**src/core/cks_pkg.sv**
```systemverilog
// cks_pkg: constants, types and states of the clock source select and trim block
// Function
// - RC codes 0001..0100 give 1/2/4/8 MHz
// - factory default: RC 1 MHz, start-up code 10
// - reset copies calibration byte into trim register
// - trim sets RC frequency monotonically, 00 lowest
// - trim 00/7F/FF span 50-100/75-150/100-200 percent
// - RC start-up 6 CK plus none/4.1/65 ms; reset reloads code 10, so always 65 ms after reset, none after wake
// - source code 0000 selects external clock pin
// - external start-up 6 CK plus none/4.1/65 ms; the pin is put in force only by a wake, so 6 CK and no delay
// - watchdog oscillator times the reset delay
// - power-down wake waits only the 6 CK start-up, never the reset delay
package cks_pkg;
    // register byte offsets on the AXI4-Lite slave
    localparam logic [3:0] OFS_TRIM = 4'h0;
    localparam logic [3:0] OFS_CFG = 4'h4;
    localparam logic [3:0] OFS_STATUS = 4'h8;
    // decoded register selector
    localparam logic [1:0] SEL_TRIM = 2'h0;
    localparam logic [1:0] SEL_CFG = 2'h1;
    localparam logic [1:0] SEL_STATUS = 2'h2;
    localparam logic [1:0] SEL_NONE = 2'h3;
    // axi responses
    localparam logic [1:0] RESP_OKAY = 2'h0;
    localparam logic [1:0] RESP_SLVERR = 2'h2;
    // clock source select codes
    localparam logic [3:0] SRC_EXT = 4'h0;
    localparam logic [3:0] SRC_RC1 = 4'h1;
    localparam logic [3:0] SRC_RC8 = 4'h4;
    // start-up time codes
    localparam logic [1:0] SUT_NONE = 2'h0;
    localparam logic [1:0] SUT_SHORT = 2'h1;
    localparam logic [1:0] SUT_LONG = 2'h2;
    localparam logic [1:0] SUT_RSVD = 2'h3;
    // start-up cycles of the newly running clock
    localparam int STARTUP_CK = 6;
    // extra reset delays and nominal watchdog oscillator rate
    localparam real RST_SHORT_MS = 4.1;
    localparam real RST_LONG_MS = 65.0;
    localparam real WDT_OSC_MHZ = 1.0;
    localparam int RST_SHORT_TICKS = int'($ceil(RST_SHORT_MS * 1000.0 * WDT_OSC_MHZ));
    localparam int RST_LONG_TICKS = int'($ceil(RST_LONG_MS * 1000.0 * WDT_OSC_MHZ));
    // trim to percent-of-nominal mapping
    localparam int TRIM_PCT_MIN = 50;
    localparam int TRIM_PCT_SPAN = 150;
    localparam int TRIM_MAX = 255;
    // status bit positions
    localparam int ST_BIT_RUN = 0;
    localparam int ST_BIT_EXT = 1;
    localparam int ST_BIT_RSVD = 2;
    localparam int ST_BIT_STATE = 4;
    localparam int ST_BIT_PCT = 8;
    // fuse image: option fuse, start-up code, source code
    typedef struct packed {
        logic optFuse; // 1 = unprogrammed
        logic [1:0] startup; // start-up time code
        logic [3:0] source; // clock source code
    } cks_fuse_s;
    localparam int CFG_W = 7;
    localparam cks_fuse_s FUSE_FACTORY = '{optFuse: 1'b1, startup: SUT_LONG, source: SRC_RC1};
    // start-up states, gray along count, delay, run, sleep, wake
    typedef enum logic [2:0] {
        ST_COUNT = 3'b000,
        ST_DELAY = 3'b001,
        ST_RUN = 3'b011,
        ST_SLEEP = 3'b010,
        ST_WAKE = 3'b110
    } cks_state_e;
endpackage : cks_pkg

```
**src/core/cks_clock_ctrl.sv**
```systemverilog
// cks_clock_ctrl: clock source select, start-up sequencer and trim register
//
// Our own choices: register access over AXI4-Lite and the register offsets.
`timescale 1ns/1ps
`default_nettype none
module cks_clock_ctrl #(
    parameter int ADDR_W = 12,
    parameter int SHORT_TICKS = cks_pkg::RST_SHORT_TICKS,
    parameter int LONG_TICKS = cks_pkg::RST_LONG_TICKS
) (
    input wire logic clk, // 125 MHz system clock
    input wire logic rst_n, // synchronous reset, active low
    input wire logic [ADDR_W-1:0] s_axi_awaddr, // write address
    input wire logic s_axi_awvalid, // write address valid
    output logic s_axi_awready, // write address ready
    input wire logic [31:0] s_axi_wdata, // write data
    input wire logic [3:0] s_axi_wstrb, // write strobes
    input wire logic s_axi_wvalid, // write data valid
    output logic s_axi_wready, // write data ready
    output logic [1:0] s_axi_bresp, // write response
    output logic s_axi_bvalid, // write response valid
    input wire logic s_axi_bready, // write response ready
    input wire logic [ADDR_W-1:0] s_axi_araddr, // read address
    input wire logic s_axi_arvalid, // read address valid
    output logic s_axi_arready, // read address ready
    output logic [31:0] s_axi_rdata, // read data
    output logic [1:0] s_axi_rresp, // read response
    output logic s_axi_rvalid, // read data valid
    input wire logic s_axi_rready, // read data ready
    input wire logic [7:0] factoryCal, // factory calibration byte
    input wire logic oscInputPin, // external clock pin
    input wire logic rcOscClk, // internal rc oscillator output
    input wire logic wdtOscClk, // watchdog oscillator output
    input wire logic sleepReq, // pulse: enter power-down
    input wire logic wakeReq, // pulse: wake from power-down
    output logic coreClkEn, // core clock released
    output logic clkSrcExt, // external pin drives the core
    output logic rcEnable, // rc oscillator enabled
    output logic [1:0] rcRange, // rc nominal range 1/2/4/8 MHz
    output logic [7:0] oscTrim, // trim value to rc oscillator
    output logic [7:0] tunePct // estimated percent of nominal
);
    localparam int DLY_W = $clog2(LONG_TICKS + 1);

    // refuse widths and counts the logic cannot serve
    if (ADDR_W <= 4 || ADDR_W > 32 || SHORT_TICKS < 1 || LONG_TICKS < SHORT_TICKS) begin : g_chk
        $error("cks_clock_ctrl parameter out of range");
    end

    // pin synchronisers: 0 external pin, 1 rc, 2 watchdog
    logic [2:0] pinsIn;
    logic [2:0] pinsRise;
    assign pinsIn = {wdtOscClk, rcOscClk, oscInputPin};
    for (genvar i = 0; i < 3; i++) begin : g_sync
        cks_edge_sync #(.STAGES(2)) u_sync (
            .clk(clk),
            .rst_n(rst_n),
            .pinIn(pinsIn[i]),
            .level(),
            .rise(pinsRise[i])
        );
    end

    // register decode shared by read and write
    function automatic logic [1:0] regSel(input logic [ADDR_W-1:0] a);
        regSel = cks_pkg::SEL_NONE;
        if (a[ADDR_W-1:4] == '0) begin
            case (a[3:0])
                cks_pkg::OFS_TRIM: regSel = cks_pkg::SEL_TRIM;
                cks_pkg::OFS_CFG: regSel = cks_pkg::SEL_CFG;
                cks_pkg::OFS_STATUS: regSel = cks_pkg::SEL_STATUS;
                default: regSel = cks_pkg::SEL_NONE;
            endcase
        end
    endfunction : regSel

    // bus state
    logic awHave_q, awHave_d; // write address held
    logic [ADDR_W-1:0] awAddr_q, awAddr_d;
    logic wHave_q, wHave_d; // write data held
    logic [31:0] wData_q, wData_d;
    logic wStrb0_q, wStrb0_d; // low byte lane strobe
    logic bvalid_q, bvalid_d;
    logic [1:0] bresp_q, bresp_d;
    logic rvalid_q, rvalid_d;
    logic [1:0] rresp_q, rresp_d;
    logic [31:0] rdata_q, rdata_d;
    // software-visible state
    logic [7:0] trim_q, trim_d; // trim register
    cks_pkg::cks_fuse_s cfg_q, cfg_d; // fuse image for next wake
    logic [7:0] pct_q, pct_d; // percent-of-nominal estimate
    // start-up sequencer state
    cks_pkg::cks_state_e state_q, state_d;
    cks_pkg::cks_fuse_s act_q, act_d; // configuration in force
    logic [2:0] ckCnt_q, ckCnt_d; // new-clock cycle count
    logic [DLY_W-1:0] dlyCnt_q, dlyCnt_d; // watchdog tick count
    logic srcTick; // edge of selected source
    logic wdtTick; // edge of watchdog oscillator
    logic [DLY_W-1:0] dlyLast; // last delay count
    logic [31:0] statusWord;

    // source decode from active configuration
    assign clkSrcExt = (act_q.source == cks_pkg::SRC_EXT);
    assign rcEnable = !clkSrcExt;
    assign rcRange = (act_q.source >= cks_pkg::SRC_RC1 && act_q.source <= cks_pkg::SRC_RC8)
        ? 2'(act_q.source - cks_pkg::SRC_RC1) : 2'h0;
    assign srcTick = clkSrcExt ? pinsRise[0] : pinsRise[1];
    assign wdtTick = pinsRise[2];
    assign dlyLast = (act_q.startup == cks_pkg::SUT_SHORT) ? DLY_W'(SHORT_TICKS - 1)
        : DLY_W'(LONG_TICKS - 1);
    assign coreClkEn = (state_q == cks_pkg::ST_RUN);
    assign oscTrim = trim_q;
    assign tunePct = pct_q;

    // status word assembly
    always_comb begin
        statusWord = 32'h0000_0000;
        statusWord[cks_pkg::ST_BIT_RUN] = coreClkEn;
        statusWord[cks_pkg::ST_BIT_EXT] = clkSrcExt;
        statusWord[cks_pkg::ST_BIT_RSVD] = (act_q.startup == cks_pkg::SUT_RSVD);
        statusWord[cks_pkg::ST_BIT_STATE +: 3] = state_q;
        statusWord[cks_pkg::ST_BIT_PCT +: 8] = pct_q;
    end

    // bus next values: write and read channels
    always_comb begin
        awHave_d = awHave_q;
        awAddr_d = awAddr_q;
        wHave_d = wHave_q;
        wData_d = wData_q;
        wStrb0_d = wStrb0_q;
        bvalid_d = bvalid_q;
        bresp_d = bresp_q;
        rvalid_d = rvalid_q;
        rresp_d = rresp_q;
        rdata_d = rdata_q;
        trim_d = trim_q;
        cfg_d = cfg_q;
        // take address and data in either order
        if (s_axi_awvalid && s_axi_awready) begin
            awHave_d = 1'b1;
            awAddr_d = s_axi_awaddr;
        end
        if (s_axi_wvalid && s_axi_wready) begin
            wHave_d = 1'b1;
            wData_d = s_axi_wdata;
            wStrb0_d = s_axi_wstrb[0];
        end
        // both halves held: commit and respond
        if (awHave_q && wHave_q) begin
            awHave_d = 1'b0;
            wHave_d = 1'b0;
            bvalid_d = 1'b1;
            bresp_d = cks_pkg::RESP_OKAY;
            case (regSel(awAddr_q))
                cks_pkg::SEL_TRIM: if (wStrb0_q) trim_d = wData_q[7:0];
                cks_pkg::SEL_CFG: if (wStrb0_q) cfg_d = wData_q[cks_pkg::CFG_W-1:0];
                cks_pkg::SEL_STATUS: ; // read-only, write ignored
                default: bresp_d = cks_pkg::RESP_SLVERR;
            endcase
        end
        if (s_axi_bvalid && s_axi_bready) begin
            bvalid_d = 1'b0;
        end
        // read: answer next cycle
        if (s_axi_arvalid && s_axi_arready) begin
            rvalid_d = 1'b1;
            rresp_d = cks_pkg::RESP_OKAY;
            case (regSel(s_axi_araddr))
                cks_pkg::SEL_TRIM: rdata_d = {24'h00_0000, trim_q};
                cks_pkg::SEL_CFG: rdata_d = {25'h000_0000, cfg_q};
                cks_pkg::SEL_STATUS: rdata_d = statusWord;
                default: begin
                    rdata_d = 32'h0000_0000;
                    rresp_d = cks_pkg::RESP_SLVERR;
                end
            endcase
        end else if (s_axi_rvalid && s_axi_rready) begin
            rvalid_d = 1'b0;
        end
        // monotone trim to frequency estimate
        pct_d = 8'(cks_pkg::TRIM_PCT_MIN + (int'(trim_q) * cks_pkg::TRIM_PCT_SPAN)
            / cks_pkg::TRIM_MAX);
    end

    assign s_axi_awready = !awHave_q && !bvalid_q;
    assign s_axi_wready = !wHave_q && !bvalid_q;
    assign s_axi_bvalid = bvalid_q;
    assign s_axi_bresp = bresp_q;
    assign s_axi_arready = !rvalid_q;
    assign s_axi_rvalid = rvalid_q;
    assign s_axi_rresp = rresp_q;
    assign s_axi_rdata = rdata_q;

    // start-up sequencer next values
    always_comb begin
        state_d = state_q;
        act_d = act_q;
        ckCnt_d = ckCnt_q;
        dlyCnt_d = dlyCnt_q;
        case (state_q)
            cks_pkg::ST_COUNT, cks_pkg::ST_WAKE: begin
                // count cycles of the newly running clock
                if (srcTick) begin
                    if (ckCnt_q == 3'(cks_pkg::STARTUP_CK - 1)) begin
                        ckCnt_d = 3'h0;
                        dlyCnt_d = '0;
                        // reset delay only after reset, never after wake
                        if (state_q == cks_pkg::ST_WAKE || act_q.startup == cks_pkg::SUT_NONE)
                            state_d = cks_pkg::ST_RUN;
                        else
                            state_d = cks_pkg::ST_DELAY;
                    end else begin
                        ckCnt_d = ckCnt_q + 3'h1;
                    end
                end
            end
            cks_pkg::ST_DELAY: begin
                // wait out the reset delay on watchdog ticks
                if (wdtTick) begin
                    if (dlyCnt_q == dlyLast) state_d = cks_pkg::ST_RUN;
                    else dlyCnt_d = dlyCnt_q + DLY_W'(1);
                end
            end
            cks_pkg::ST_RUN: if (sleepReq) state_d = cks_pkg::ST_SLEEP;
            cks_pkg::ST_SLEEP: begin
                // wake picks up the configuration written since reset
                if (wakeReq) begin
                    state_d = cks_pkg::ST_WAKE;
                    act_d = cfg_q;
                    ckCnt_d = 3'h0;
                end
            end
            default: state_d = cks_pkg::ST_COUNT;
        endcase
    end

    // registers; reset loads factory fuses and calibration byte
    always_ff @(posedge clk) begin
        if (!rst_n) begin
            awHave_q <= 1'b0;
            awAddr_q <= '0;
            wHave_q <= 1'b0;
            wData_q <= 32'h0000_0000;
            wStrb0_q <= 1'b0;
            bvalid_q <= 1'b0;
            bresp_q <= cks_pkg::RESP_OKAY;
            rvalid_q <= 1'b0;
            rresp_q <= cks_pkg::RESP_OKAY;
            rdata_q <= 32'h0000_0000;
            trim_q <= factoryCal;
            cfg_q <= cks_pkg::FUSE_FACTORY;
            pct_q <= 8'h00;
            state_q <= cks_pkg::ST_COUNT;
            act_q <= cks_pkg::FUSE_FACTORY;
            ckCnt_q <= 3'h0;
            dlyCnt_q <= '0;
        end else begin
            awHave_q <= awHave_d;
            awAddr_q <= awAddr_d;
            wHave_q <= wHave_d;
            wData_q <= wData_d;
            wStrb0_q <= wStrb0_d;
            bvalid_q <= bvalid_d;
            bresp_q <= bresp_d;
            rvalid_q <= rvalid_d;
            rresp_q <= rresp_d;
            rdata_q <= rdata_d;
            trim_q <= trim_d;
            cfg_q <= cfg_d;
            pct_q <= pct_d;
            state_q <= state_d;
            act_q <= act_d;
            ckCnt_q <= ckCnt_d;
            dlyCnt_q <= dlyCnt_d;
        end
    end
endmodule : cks_clock_ctrl
`default_nettype wire

```
**src/core/cks_edge_sync.sv**
```systemverilog
// cks_edge_sync: two-stage pin synchroniser with rising edge pulse
`timescale 1ns/1ps
`default_nettype none
module cks_edge_sync #(
    parameter int STAGES = 2
) (
    input wire logic clk, // system clock
    input wire logic rst_n, // synchronous reset, active low
    input wire logic pinIn, // asynchronous pin level
    output logic level, // synchronised level
    output logic rise // one-cycle pulse on rising edge
);
    logic [STAGES-1:0] sync_q; // synchroniser chain
    logic [STAGES-1:0] sync_d;
    logic prev_q; // last synchronised level
    logic prev_d;

    // refuse chains too short to settle
    if (STAGES < 2) begin : g_chk
        $error("cks_edge_sync needs at least two stages");
    end

    // next values: shift the pin in
    always_comb begin
        sync_d = {sync_q[STAGES-2:0], pinIn};
        prev_d = sync_q[STAGES-1];
    end

    // registers only
    always_ff @(posedge clk) begin
        if (!rst_n) begin
            sync_q <= '0;
            prev_q <= 1'b0;
        end else begin
            sync_q <= sync_d;
            prev_q <= prev_d;
        end
    end

    // only the last stage feeds logic
    assign level = sync_q[STAGES-1];
    assign rise = sync_q[STAGES-1] & ~prev_q;
endmodule : cks_edge_sync
`default_nettype wire

```
**config.mk**
```make
export PLATFORM = sky130hd
export DESIGN_NAME = cks_clock_ctrl
export DESIGN_NICKNAME = d
export VERILOG_FILES = /design/src/core/cks_pkg.sv /design/src/core/cks_clock_ctrl.sv /design/src/core/cks_edge_sync.sv
export SDC_FILE = /design/constraint.sdc
export NUM_CORES = 1
export LEC_CHECK = 0
export ABC_AREA = 1
export BUFFER_PORTS_ARGS = -buffer_cell sky130_fd_sc_hd__buf_2
export CAP_MARGIN = 15
export CORE_MARGIN = 1.5
export CORE_UTILIZATION = 47
export CTS_CLUSTER_DIAMETER = 100
export DETAILED_ROUTE_END_ITERATION = 8
export PLACE_DENSITY = 0.71
export SYNTH_ARGS = -nofsm -noshare
export SYNTH_HDL_FRONTEND = slang
export SYNTH_SLANG_ARGS = --single-unit
```
**constraint.sdc**
```tcl
create_clock -name clk -period 8.3 [get_ports clk]
set_input_delay 2.49 -clock clk [delete_from_list [all_inputs] [get_ports clk]]
set_output_delay 2.49 -clock clk [all_outputs]
set_load 0.05 [all_outputs]
```
# == Word level (Yosys, flattened, before mapping) ==
# Cells that the tools add are included.
# classes
addsub,4
n_mul,1
div_mod_pow,1
n_lt_le_gt_ge,2
n_eq_ne,26
muxes,35
bitwise,7
n_reduce_logical,38
# ops
operator,count
$mux 16,5
$pmux 16 s3,1
$div 32x9->32 const B,1
$mux 8,4
$pmux 16 s2,1
$mux 3,9
$add 16x1->16 const B,1
$eq 16x16->1,1
$logic_not 8->1,2
$mux 2,8
$mul 8x7->15 const B,1
$logic_not 4->1,3
$ne 2x2->1 const B,6
$pmux 2 s3,2
$pmux 3 s4,1
$logic_and 1x1->1,9
$reduce_and 3->1,3
$add 7x8->8 const A,1
$eq 4x3->1 const B,2
$eq 4x4->1 const B,2
$ne 2x1->1 const B,4
$eq 2x1->1 const B,3
$eq 2x2->1 const B,3
$eq 3x2->1 const B,2
20 further kinds,39
# word_totals
register_bits,121
in_bits,80
out_inout_bits,62
elab_cells,140

# == Depth between registers and ports, before layout ==
# Gate-level depths: netlist of the first run.
# depth
word_depth,8
ltp_mapped,65
ltp_nobuf,63

# == By module ==
# From an unflattened synthesis of the first run, not the netlist that was laid out.
# unflattened
hier_cells,1155
hier_area_um2,7609.8
# modules_own_cells
mod,instances,cells_per_inst,area_each_um2,seq_area_each_um2
cks_clock_ctrl,1,1122,7332.0,1961.9
cks_edge_sync,3,11,92.6,60.1

# == Worst setup path after synthesis of the first run ==
# Ideal clock, no wire load.
# synth_timing
path_type,flip-flop to flip-flop
startpoint,"register trim_q[4], in the netlist oscTrim[4]"
endpoint,"register pct_q[7], in the netlist tunePct[7]"
setup_ns,0.119
arrival_time_ns,7.651
required_time_ns,8.181
setup_slack_ns,0.529
stages_incl_launch_ff,59
period_less_slack_ns,7.771
path_cell_list,edfxtp_1 -> ha_1 -> ha_1 -> inv_1 -> fa_1 -> fa_1 -> inv_1 -> ha_1 -> nand2_1 -> inv_2 -> a21oi_1 -> nand3_1 -> nand2_1 -> nand2_2 -> nor2_4 -> nand3_1 -> nor2_1 -> ha_1 -> [... 23 more ...] -> nand3_1 -> nand3_2 -> nor2_4 -> nand2_4 -> nand2_4 -> buf_6 -> nand2_1 -> nand2_1 -> inv_2 -> nand3_2 -> nand2_4 -> ha_1 -> nand2_1 -> nand2_1 -> nor2_1 -> nor2_1 -> o21ai_0 -> a21oi_1
# synth_via
elab_chain_len,3
# synth_rtl
item,line,text
start: declaration,cks_clock_ctrl.sv:89,"logic [7:0] trim_q, trim_d;"
start signal: assignment,cks_clock_ctrl.sv:251,trim_q <= factoryCal;
start signal: assignment,cks_clock_ctrl.sv:269,trim_q <= trim_d;
$mul 8x7->15,cks_clock_ctrl.sv:182,pct_d = 8'(cks_pkg::TRIM_PCT_MIN + (int'(trim_q) * cks_pkg::TRIM_PCT_SPAN)
$div 32x9->32,cks_clock_ctrl.sv:183,/ cks_pkg::TRIM_MAX);
$add 7x8->8,cks_clock_ctrl.sv:182,
end signal: assignment,cks_clock_ctrl.sv:271,pct_q <= pct_d;
end: declaration,cks_clock_ctrl.sv:91,"logic [7:0] pct_q, pct_d;"
# No other way between the ends.
# A chain may end at the register's enable or synchronous reset.

# == Final worst setup path of the first run ==
# layout_timing
startpoint,"register trim_q[5], in the netlist oscTrim[5]"
endpoint,"register pct_q[7], in the netlist tunePct[7]"
# Same word-level chain as after synthesis.

==> impl_metrics.ini, run 1 <==
[layout]
fill_cells = 1452
finish.net_count = 1440
syn_to_final_growth_pct = 24.30
drive_above_1_share = 0.2597
stdcell_count = 1531
final_cell_mix = nand2_1 (239), inv_1 (167), nor2_1 (117)
layout_commonest_cell = nand2_1
fin_area_um2 = 9524

[yosys]
synth_cell_type_count = 56
yosysTopAreaCell = dfxtp_1
syn_inst = 1166
yosys.area_share.simple = 0.3589
synth_area_leaders = dfxtp_1 (25%), nand2_1 (13%), inv_1 (8.4%)
synthAdderAreaFrac = 0.09177
synth.mux.area_fraction = 0
avgSynthCellArea_um2 = 6.571
async_flop_share = 0
synth-main-ff-cell = dfxtp_1
yosys_warnings = 0
yosys.area_share.xor_xnor = 0.004572
ys_seq_area_frac = 0.2796
yosys.area.top_type_share = 0.2482
synth_edf_count = 8
synth-compound-area-share = 0.1421
syn_area_um2 = 7662
ys_ff_latch = 103
synth_top_family_by_area = simple AND/OR/NAND/NOR gates

[power_and_ir_drop]
peakVddDrop_uv = 228.8
leakagePower_nw = 4.732
powerDensity_nw_per_um2 = 412.4
intPower_w = 0.001860
combinationalPowerShare = 0.741
clkPwrFrac = 0.111
switchingPower_w = 0.002067
power_switching_share = 0.5263
p_seq_frac = 0.147

[clocking]
numClockSinks = 103
cts_tree = built
cts-htree-levels = 3
root_buffer = clkbuf_16
clock_path_buffers = 2
clk_latency_ps = 350
clkTransAtPathRegs_ps = 80
cts_hold_buffers = 0
cts_made_buffers = 9

[worst_setup_path]
endpoint_kind = flip-flop
cp-endpoint = tunePct[7]$_SDFF_PN0_
r2r_end = tunePct[7]$_SDFF_PN0_
crit_required_ps = 8580
worst-path-max-fanout = 8
crit_arrival_ps = 8370
reg2reg_from = oscTrim[5]$_DFFE_PP_
worstSetupPathType = reg -> reg
cp_slowest_stage_delay_ps = 510
cp-start-kind = flip-flop
rrSetupSlack_ps = 200
crit_slowest_cell = fa_1
startpoint = oscTrim[5]$_DFFE_PP_
critPathMostFrequentCell = nand2_2
reg2reg_depth = 54

[routing]
drc = 0
drt-total-wl_um = 18850
vias = 7611
vias_per_cell = 4.971
wl_per_cell_um = 12.31
antenna_left = 0
drt_iter0_markers = 380
first_pass_iters = 5

[sta]
final.setup_skew_ps = 11.74
period_share = 0.9757
slew_viol_final = 0
whs_ps = 407.5
worstMarginPinSlew_ps = 1015
hold_viol = 0
setup_violations = 0
postLayoutSetupSlackWorst_ps = 201.5
slew_headroom = 0.3191
period_needed_ps = 8099
max_freq_ghz = 0.1235
rsz0062_at_grt = yes

[floorplan]
dieHeight_um = 130.7
io_pins = 142
chipWidth_um = 130.7
start_util = 0.4824
row_count = 46
fp.coreArea_um2 = 15890
dieArea_um2 = 17080

[placement]
placed_cells = 1473
pre_cts_slack_ps = 36.93
place_area_um2 = 8359
dp_hpwl_um = 13370
gp_congestion = 0.8870
placement.io_buffers = 96

[global_routing]
grt_start_max_net_pins = 66
grt-ovfl-total = 0
grt_usage = 0.2050
antenna_found_initial = 2
grt_pass1_vias = 6452
grt_pass1_wl_um = 28610

[worst_hold_path]
hp-class = reg -> reg

[flow_run]
maxCapViolCount = 0

[outcome]
run_status = finished clean
[timing repair]
| action | 4_1_cts | 5_1_grt |
|---|---|---|
| setup buffers | 0 | 37 |
| gates cloned | 0 | 2 |
| pin swaps | 1 | 68 |
| endpoints found under the setup margin | 1 | 8 |
| resized for setup | 2 | 136 |
[worst min-delay path by stage]
stage / cells after the start / slack (ps) / startpoint / endpoint
2_1_floorplan: 2 / 390 / g_sync[0].u_sync.sync_q[0]$_SDFF_PN0_ / g_sync[0].u_sync.sync_q[1]$_SDFF_PN0_
3_3_place_gp: 2 / 390 / g_sync[1].u_sync.sync_q[0]$_SDFF_PN0_ / g_sync[1].u_sync.sync_q[1]$_SDFF_PN0_
3_5_place_dp: 2 / 400 / g_sync[2].u_sync.sync_q[0]$_SDFF_PN0_ / g_sync[2].u_sync.sync_q[1]$_SDFF_PN0_
4_1_cts: 2 / 410 / g_sync[2].u_sync.sync_q[0]$_SDFF_PN0_ / g_sync[2].u_sync.sync_q[1]$_SDFF_PN0_
5_1_grt: 2 / 450 / g_sync[1].u_sync.sync_q[0]$_SDFF_PN0_ / g_sync[1].u_sync.sync_q[1]$_SDFF_PN0_
6_report: 2 / 410 / g_sync[2].u_sync.sync_q[0]$_SDFF_PN0_ / g_sync[2].u_sync.sync_q[1]$_SDFF_PN0_
[metrics by stage]
step	power [W]	util	setup TNS (ps)
4_1_cts	0.003198	0.5466	0
6_report	0.003928	0.5996	0
3_5_place_dp	0.002741	0.5262	0
5_1_grt	0.004267	0.5994	-580.2
3_3_place_gp	0.002717	0.5262	0
2_1_floorplan	0.002360	-	0
[flip-flops by register name, indices dropped and copies added, names as in the netlist, 3 cells and up]
signal and flops:
g_sync.u_sync.sync_q 6, state_q 3, g_sync.u_sync.prev_q 3, wData_q 8, tunePct 8, oscTrim 8, ckCnt_q 3, s_axi_rdata 16
dlyCnt_q 16, act_q 6, awAddr_q 12, cfg_q 7
[synth_stat cells, drive strengths merged (2+ instances only)]
| master | number |
|---|---|
| nor2 | 155 |
| nand2 | 299 |
| o21ai | 91 |
| nand4 | 19 |
| o31ai | 2 |
| o21a | 3 |
| nor4 | 8 |
| nor3 | 14 |
| nand3b | 5 |
| buf | 26 |
| inv | 180 |
| edfxtp | 8 |
| ha | 45 |
| o21bai | 2 |
| o22ai | 2 |
| and2 | 3 |
| a211oi | 3 |
| fa | 7 |
| a31oi | 3 |
| clkbuf | 14 |
| a21boi | 2 |
| clkinv | 3 |
| xor2 | 3 |
| dfxtp | 95 |
| o211ai | 9 |
| o221ai | 4 |
| nand3 | 82 |
| or2 | 2 |
| a21oi | 69 |
[power by group through the flow]
stage                     clock network [W]  registers (W)  logic [W]
final                              0.000437       0.000579    0.00291
after detailed placement                  0       0.000590    0.00215
after global routing               0.000465       0.000585    0.00322
after floorplan                           0       0.000670    0.00169
after CTS                          0.000442       0.000579    0.00218
after global placement                    0       0.000590    0.00213
[layer usage]
layer	up-vias	global-route usage	wire, µm
met3	16	0.04438	846
met4	0	0.03491	157
met1	3422	0.2743	8926
li1	4027	-	-
met5	-	0	0
met2	146	0.3449	8919
[final cells by class]
type,instances,area (µm²),share of cell area
diodes,2,5.005,0.0005255
clock buffers,10,250.2,0.02627
clock inverters,6,67.56,0.007094
inverters,183,698.2,0.07331
multi-input cells,859,5176,0.5435
flip-flops and latches,103,2142,0.2249
well taps,216,270.3,0.02838
repair buffers,152,914.6,0.09603
[cells by family (layout without fill, tap and decap cells)]
| logic type | after synthesis | in the layout |
|---|---|---|
| other cells | 1 | 20 |
| compound gates | 194 | 194 |
| flops | 103 | 103 |
| simple gates | 589 | 591 |
| fa+ha+maj | 52 | 52 |
| xor+xnor | 4 | 4 |
| buf+inv | 223 | 351 |
[worst max-delay path, delay by kind of cell (launching register included)]
| family | cells | cell delay [ps] |
|---|---|---|
| simple gates | 38 | 4040 |
| fa+ha+maj | 7 | 2160 |
| compound gates | 4 | 730 |
| buf+inv | 5 | 520 |
| flops | 1 | 500 |
Note: power is estimated with default switching activity, not from simulation.
==> inputs of run 2 (changes only) <==
CORE_UTILIZATION = 40   (was 47)
PLACE_DENSITY = 0.63   (was 0.71)
==> run 2 against run 1 <==
Against the previous run: combinational power fell by 12%; critical path type unchanged; global-route usage fell by 2.4 points; highest routed layer is now met5; largest power group unchanged; power decreased by 9.0%.
==> impl_metrics.ini, run 2 (synthesized netlist as in run 1, its figures left out) <==
[layout]
fin_area_um2 = 9223
drive_above_1_share = 0.2321
finish.net_count = 1424
final_cell_mix = nand2_1 (248), inv_1 (169), nor2_1 (116)
antenna_cells = 0
fill_cells = 1900
layout_commonest_cell = nand2_1
syn_to_final_growth_pct = 20.36

[worst_setup_path]
endpoint_kind = flip-flop
worstSetupPathType = reg -> reg
startpoint = oscTrim[4]$_DFFE_PP_
r2r_end = tunePct[7]$_SDFF_PN0_
cp-start-kind = flip-flop
rrSetupSlack_ps = 520
cp_slowest_stage_delay_ps = 510
worst-path-max-fanout = 15
reg2reg_depth = 58
cp-endpoint = tunePct[7]$_SDFF_PN0_
crit_slowest_cell = fa_1
worst-path-buf-inv = 4
crit_required_ps = 8540
reg2reg_from = oscTrim[4]$_DFFE_PP_
crit_arrival_ps = 8030
cp.depth = 58
critPathMostFrequentCell = nand2_2
crit_family = simple AND/OR/NAND/NOR gates

[clocking]
clock_path_buffers = 2
clkTransAtPathRegs_ps = 80
clk_latency_ps = 350
root_buffer = clkbuf_16
numClockSinks = 103
cts_tree = built
cts-htree-levels = 3
cts_made_buffers = 9

[routing]
drc = 0
first_pass_iters = 5
vias = 7523
drt_iter0_markers = 368
antenna_left = 0
wl_per_cell_um = 11.95
vias_per_cell = 4.914
drt-total-wl_um = 18290

[global_routing]
grt_start_max_net_pins = 66
grt_pass1_vias = 6759
antenna_found_initial = 1
grt-ovfl-total = 0
grt_pass1_wl_um = 30350
grt_usage = 0.1813

[placement]
placement.io_buffers = 96
place_area_um2 = 8404
gp_congestion = 0.8472
dp_hpwl_um = 14030
pre_cts_slack_ps = 56.72

[power_and_ir_drop]
leakagePower_nw = 4.606
peakVddDrop_uv = 174.1
powerDensity_nw_per_um2 = 387.7

[worst_hold_path]
hp-class = reg -> reg

[sta]
final.setup_skew_ps = 12.67
hold_viol = 0
worstMarginPinSlew_ps = 1041
slew_headroom = 0.3018
max_freq_ghz = 0.1285
rsz0062_at_grt = yes
period_needed_ps = 7784
postLayoutSetupSlackWorst_ps = 515.6
setup_violations = 0
period_share = 0.9379
slew_viol_final = 0

[floorplan]
fp.coreArea_um2 = 18770
row_count = 50
io_pins = 142
start_util = 0.4083
chipWidth_um = 141.4
dieHeight_um = 141.4
dieArea_um2 = 20000

[outcome]
run_status = finished clean

[flow_run]
maxCapViolCount = 0
run 2: cell types whose count changed in the layout (fill, tap and decap cells not counted), moves of 3 or more:
cell	before	now
buf_4	53	38
nand2_1	239	248
nand3_1	54	62
nand2_4	20	13
nand3_4	7	2
o21ai_1	9	14
a21oi_2	4	7
ha_1	40	43
nand2_2	40	37
nand3_2	21	18
o21ai_0	73	70
o21ai_2	9	6
run 2: per-stage QoR:
step	hold WS [ps]	std cells	setup TNS, ps	utilization	total power [W]
finish	417.8	1531	0	0.4914	0.003576
global route	440.9	1531	-123.6	0.4914	0.003931
CTS	421.1	1510	0	0.4643	0.003226
detailed placement	400.4	1494	0	0.4478	0.002789
global placement	399.1	1494	0	0.4478	0.002768
floorplan	390.5	1183	0	-	0.002360
run 2: worst reg2reg max path, delay by kind of cell, from the launching register on:
kind	cells	cell delay [ps]
simple gates	43	4320
compound gates	5	550
fa+ha+maj	6	2020
buf+inv	4	370
flops	1	400
run 2: cell type report:
class	count	area, µm²	area share
clock buffer	10	239.0	0.02591
clock inverter	6	70.07	0.007597
inverter	183	693.2	0.07516
multi-input combinational	858	4990	0.5410
sequential	103	2142	0.2323
tap	234	292.8	0.03175
timing repair buffer	137	795.8	0.08628
run 2: metal layers:
metal,vias to the layer above,GRT usage,share of wire,wire (µm)
met5,-,0,0.00071,13
met4,2,0.03907,0.014,248
met3,26,0.03780,0.043,782
met2,152,0.2990,0.45,8185
met1,3359,0.2448,0.50,9060
li1,3984,-,-,-
run 2: power by group:
group / internal [W] / switching, W / leakage [nW] / total [W]
clock network: 0.000222 / 0.000207 / 0.152 / 0.000429
registers: 0.000553 / 0.0000262 / 0.859 / 0.000579
logic: 0.000914 / 0.00165 / 3.60 / 0.00257
run 2: worst min path at each step:
stage                                                     start                                     to  slack, ps  depth (start not counted)
final                     g_sync[1].u_sync.sync_q[0]$_SDFF_PN0_  g_sync[1].u_sync.sync_q[1]$_SDFF_PN0_        420                          2
after global routing      g_sync[0].u_sync.sync_q[0]$_SDFF_PN0_  g_sync[0].u_sync.sync_q[1]$_SDFF_PN0_        440                          2
after CTS                 g_sync[0].u_sync.sync_q[0]$_SDFF_PN0_  g_sync[0].u_sync.sync_q[1]$_SDFF_PN0_        420                          2
after detailed placement  g_sync[0].u_sync.sync_q[0]$_SDFF_PN0_  g_sync[0].u_sync.sync_q[1]$_SDFF_PN0_        400                          2
after global placement    g_sync[0].u_sync.sync_q[0]$_SDFF_PN0_  g_sync[0].u_sync.sync_q[1]$_SDFF_PN0_        400                          2
after floorplan           g_sync[0].u_sync.sync_q[0]$_SDFF_PN0_  g_sync[0].u_sync.sync_q[1]$_SDFF_PN0_        390                          2
run 2: timing repair:
item                                    CTS  global route
resized for setup                         0           101
buffers inserted                          0            19
hold endpoints to repair                  0             0
endpoints found under the setup margin    0             8
hold buffers                              0             0
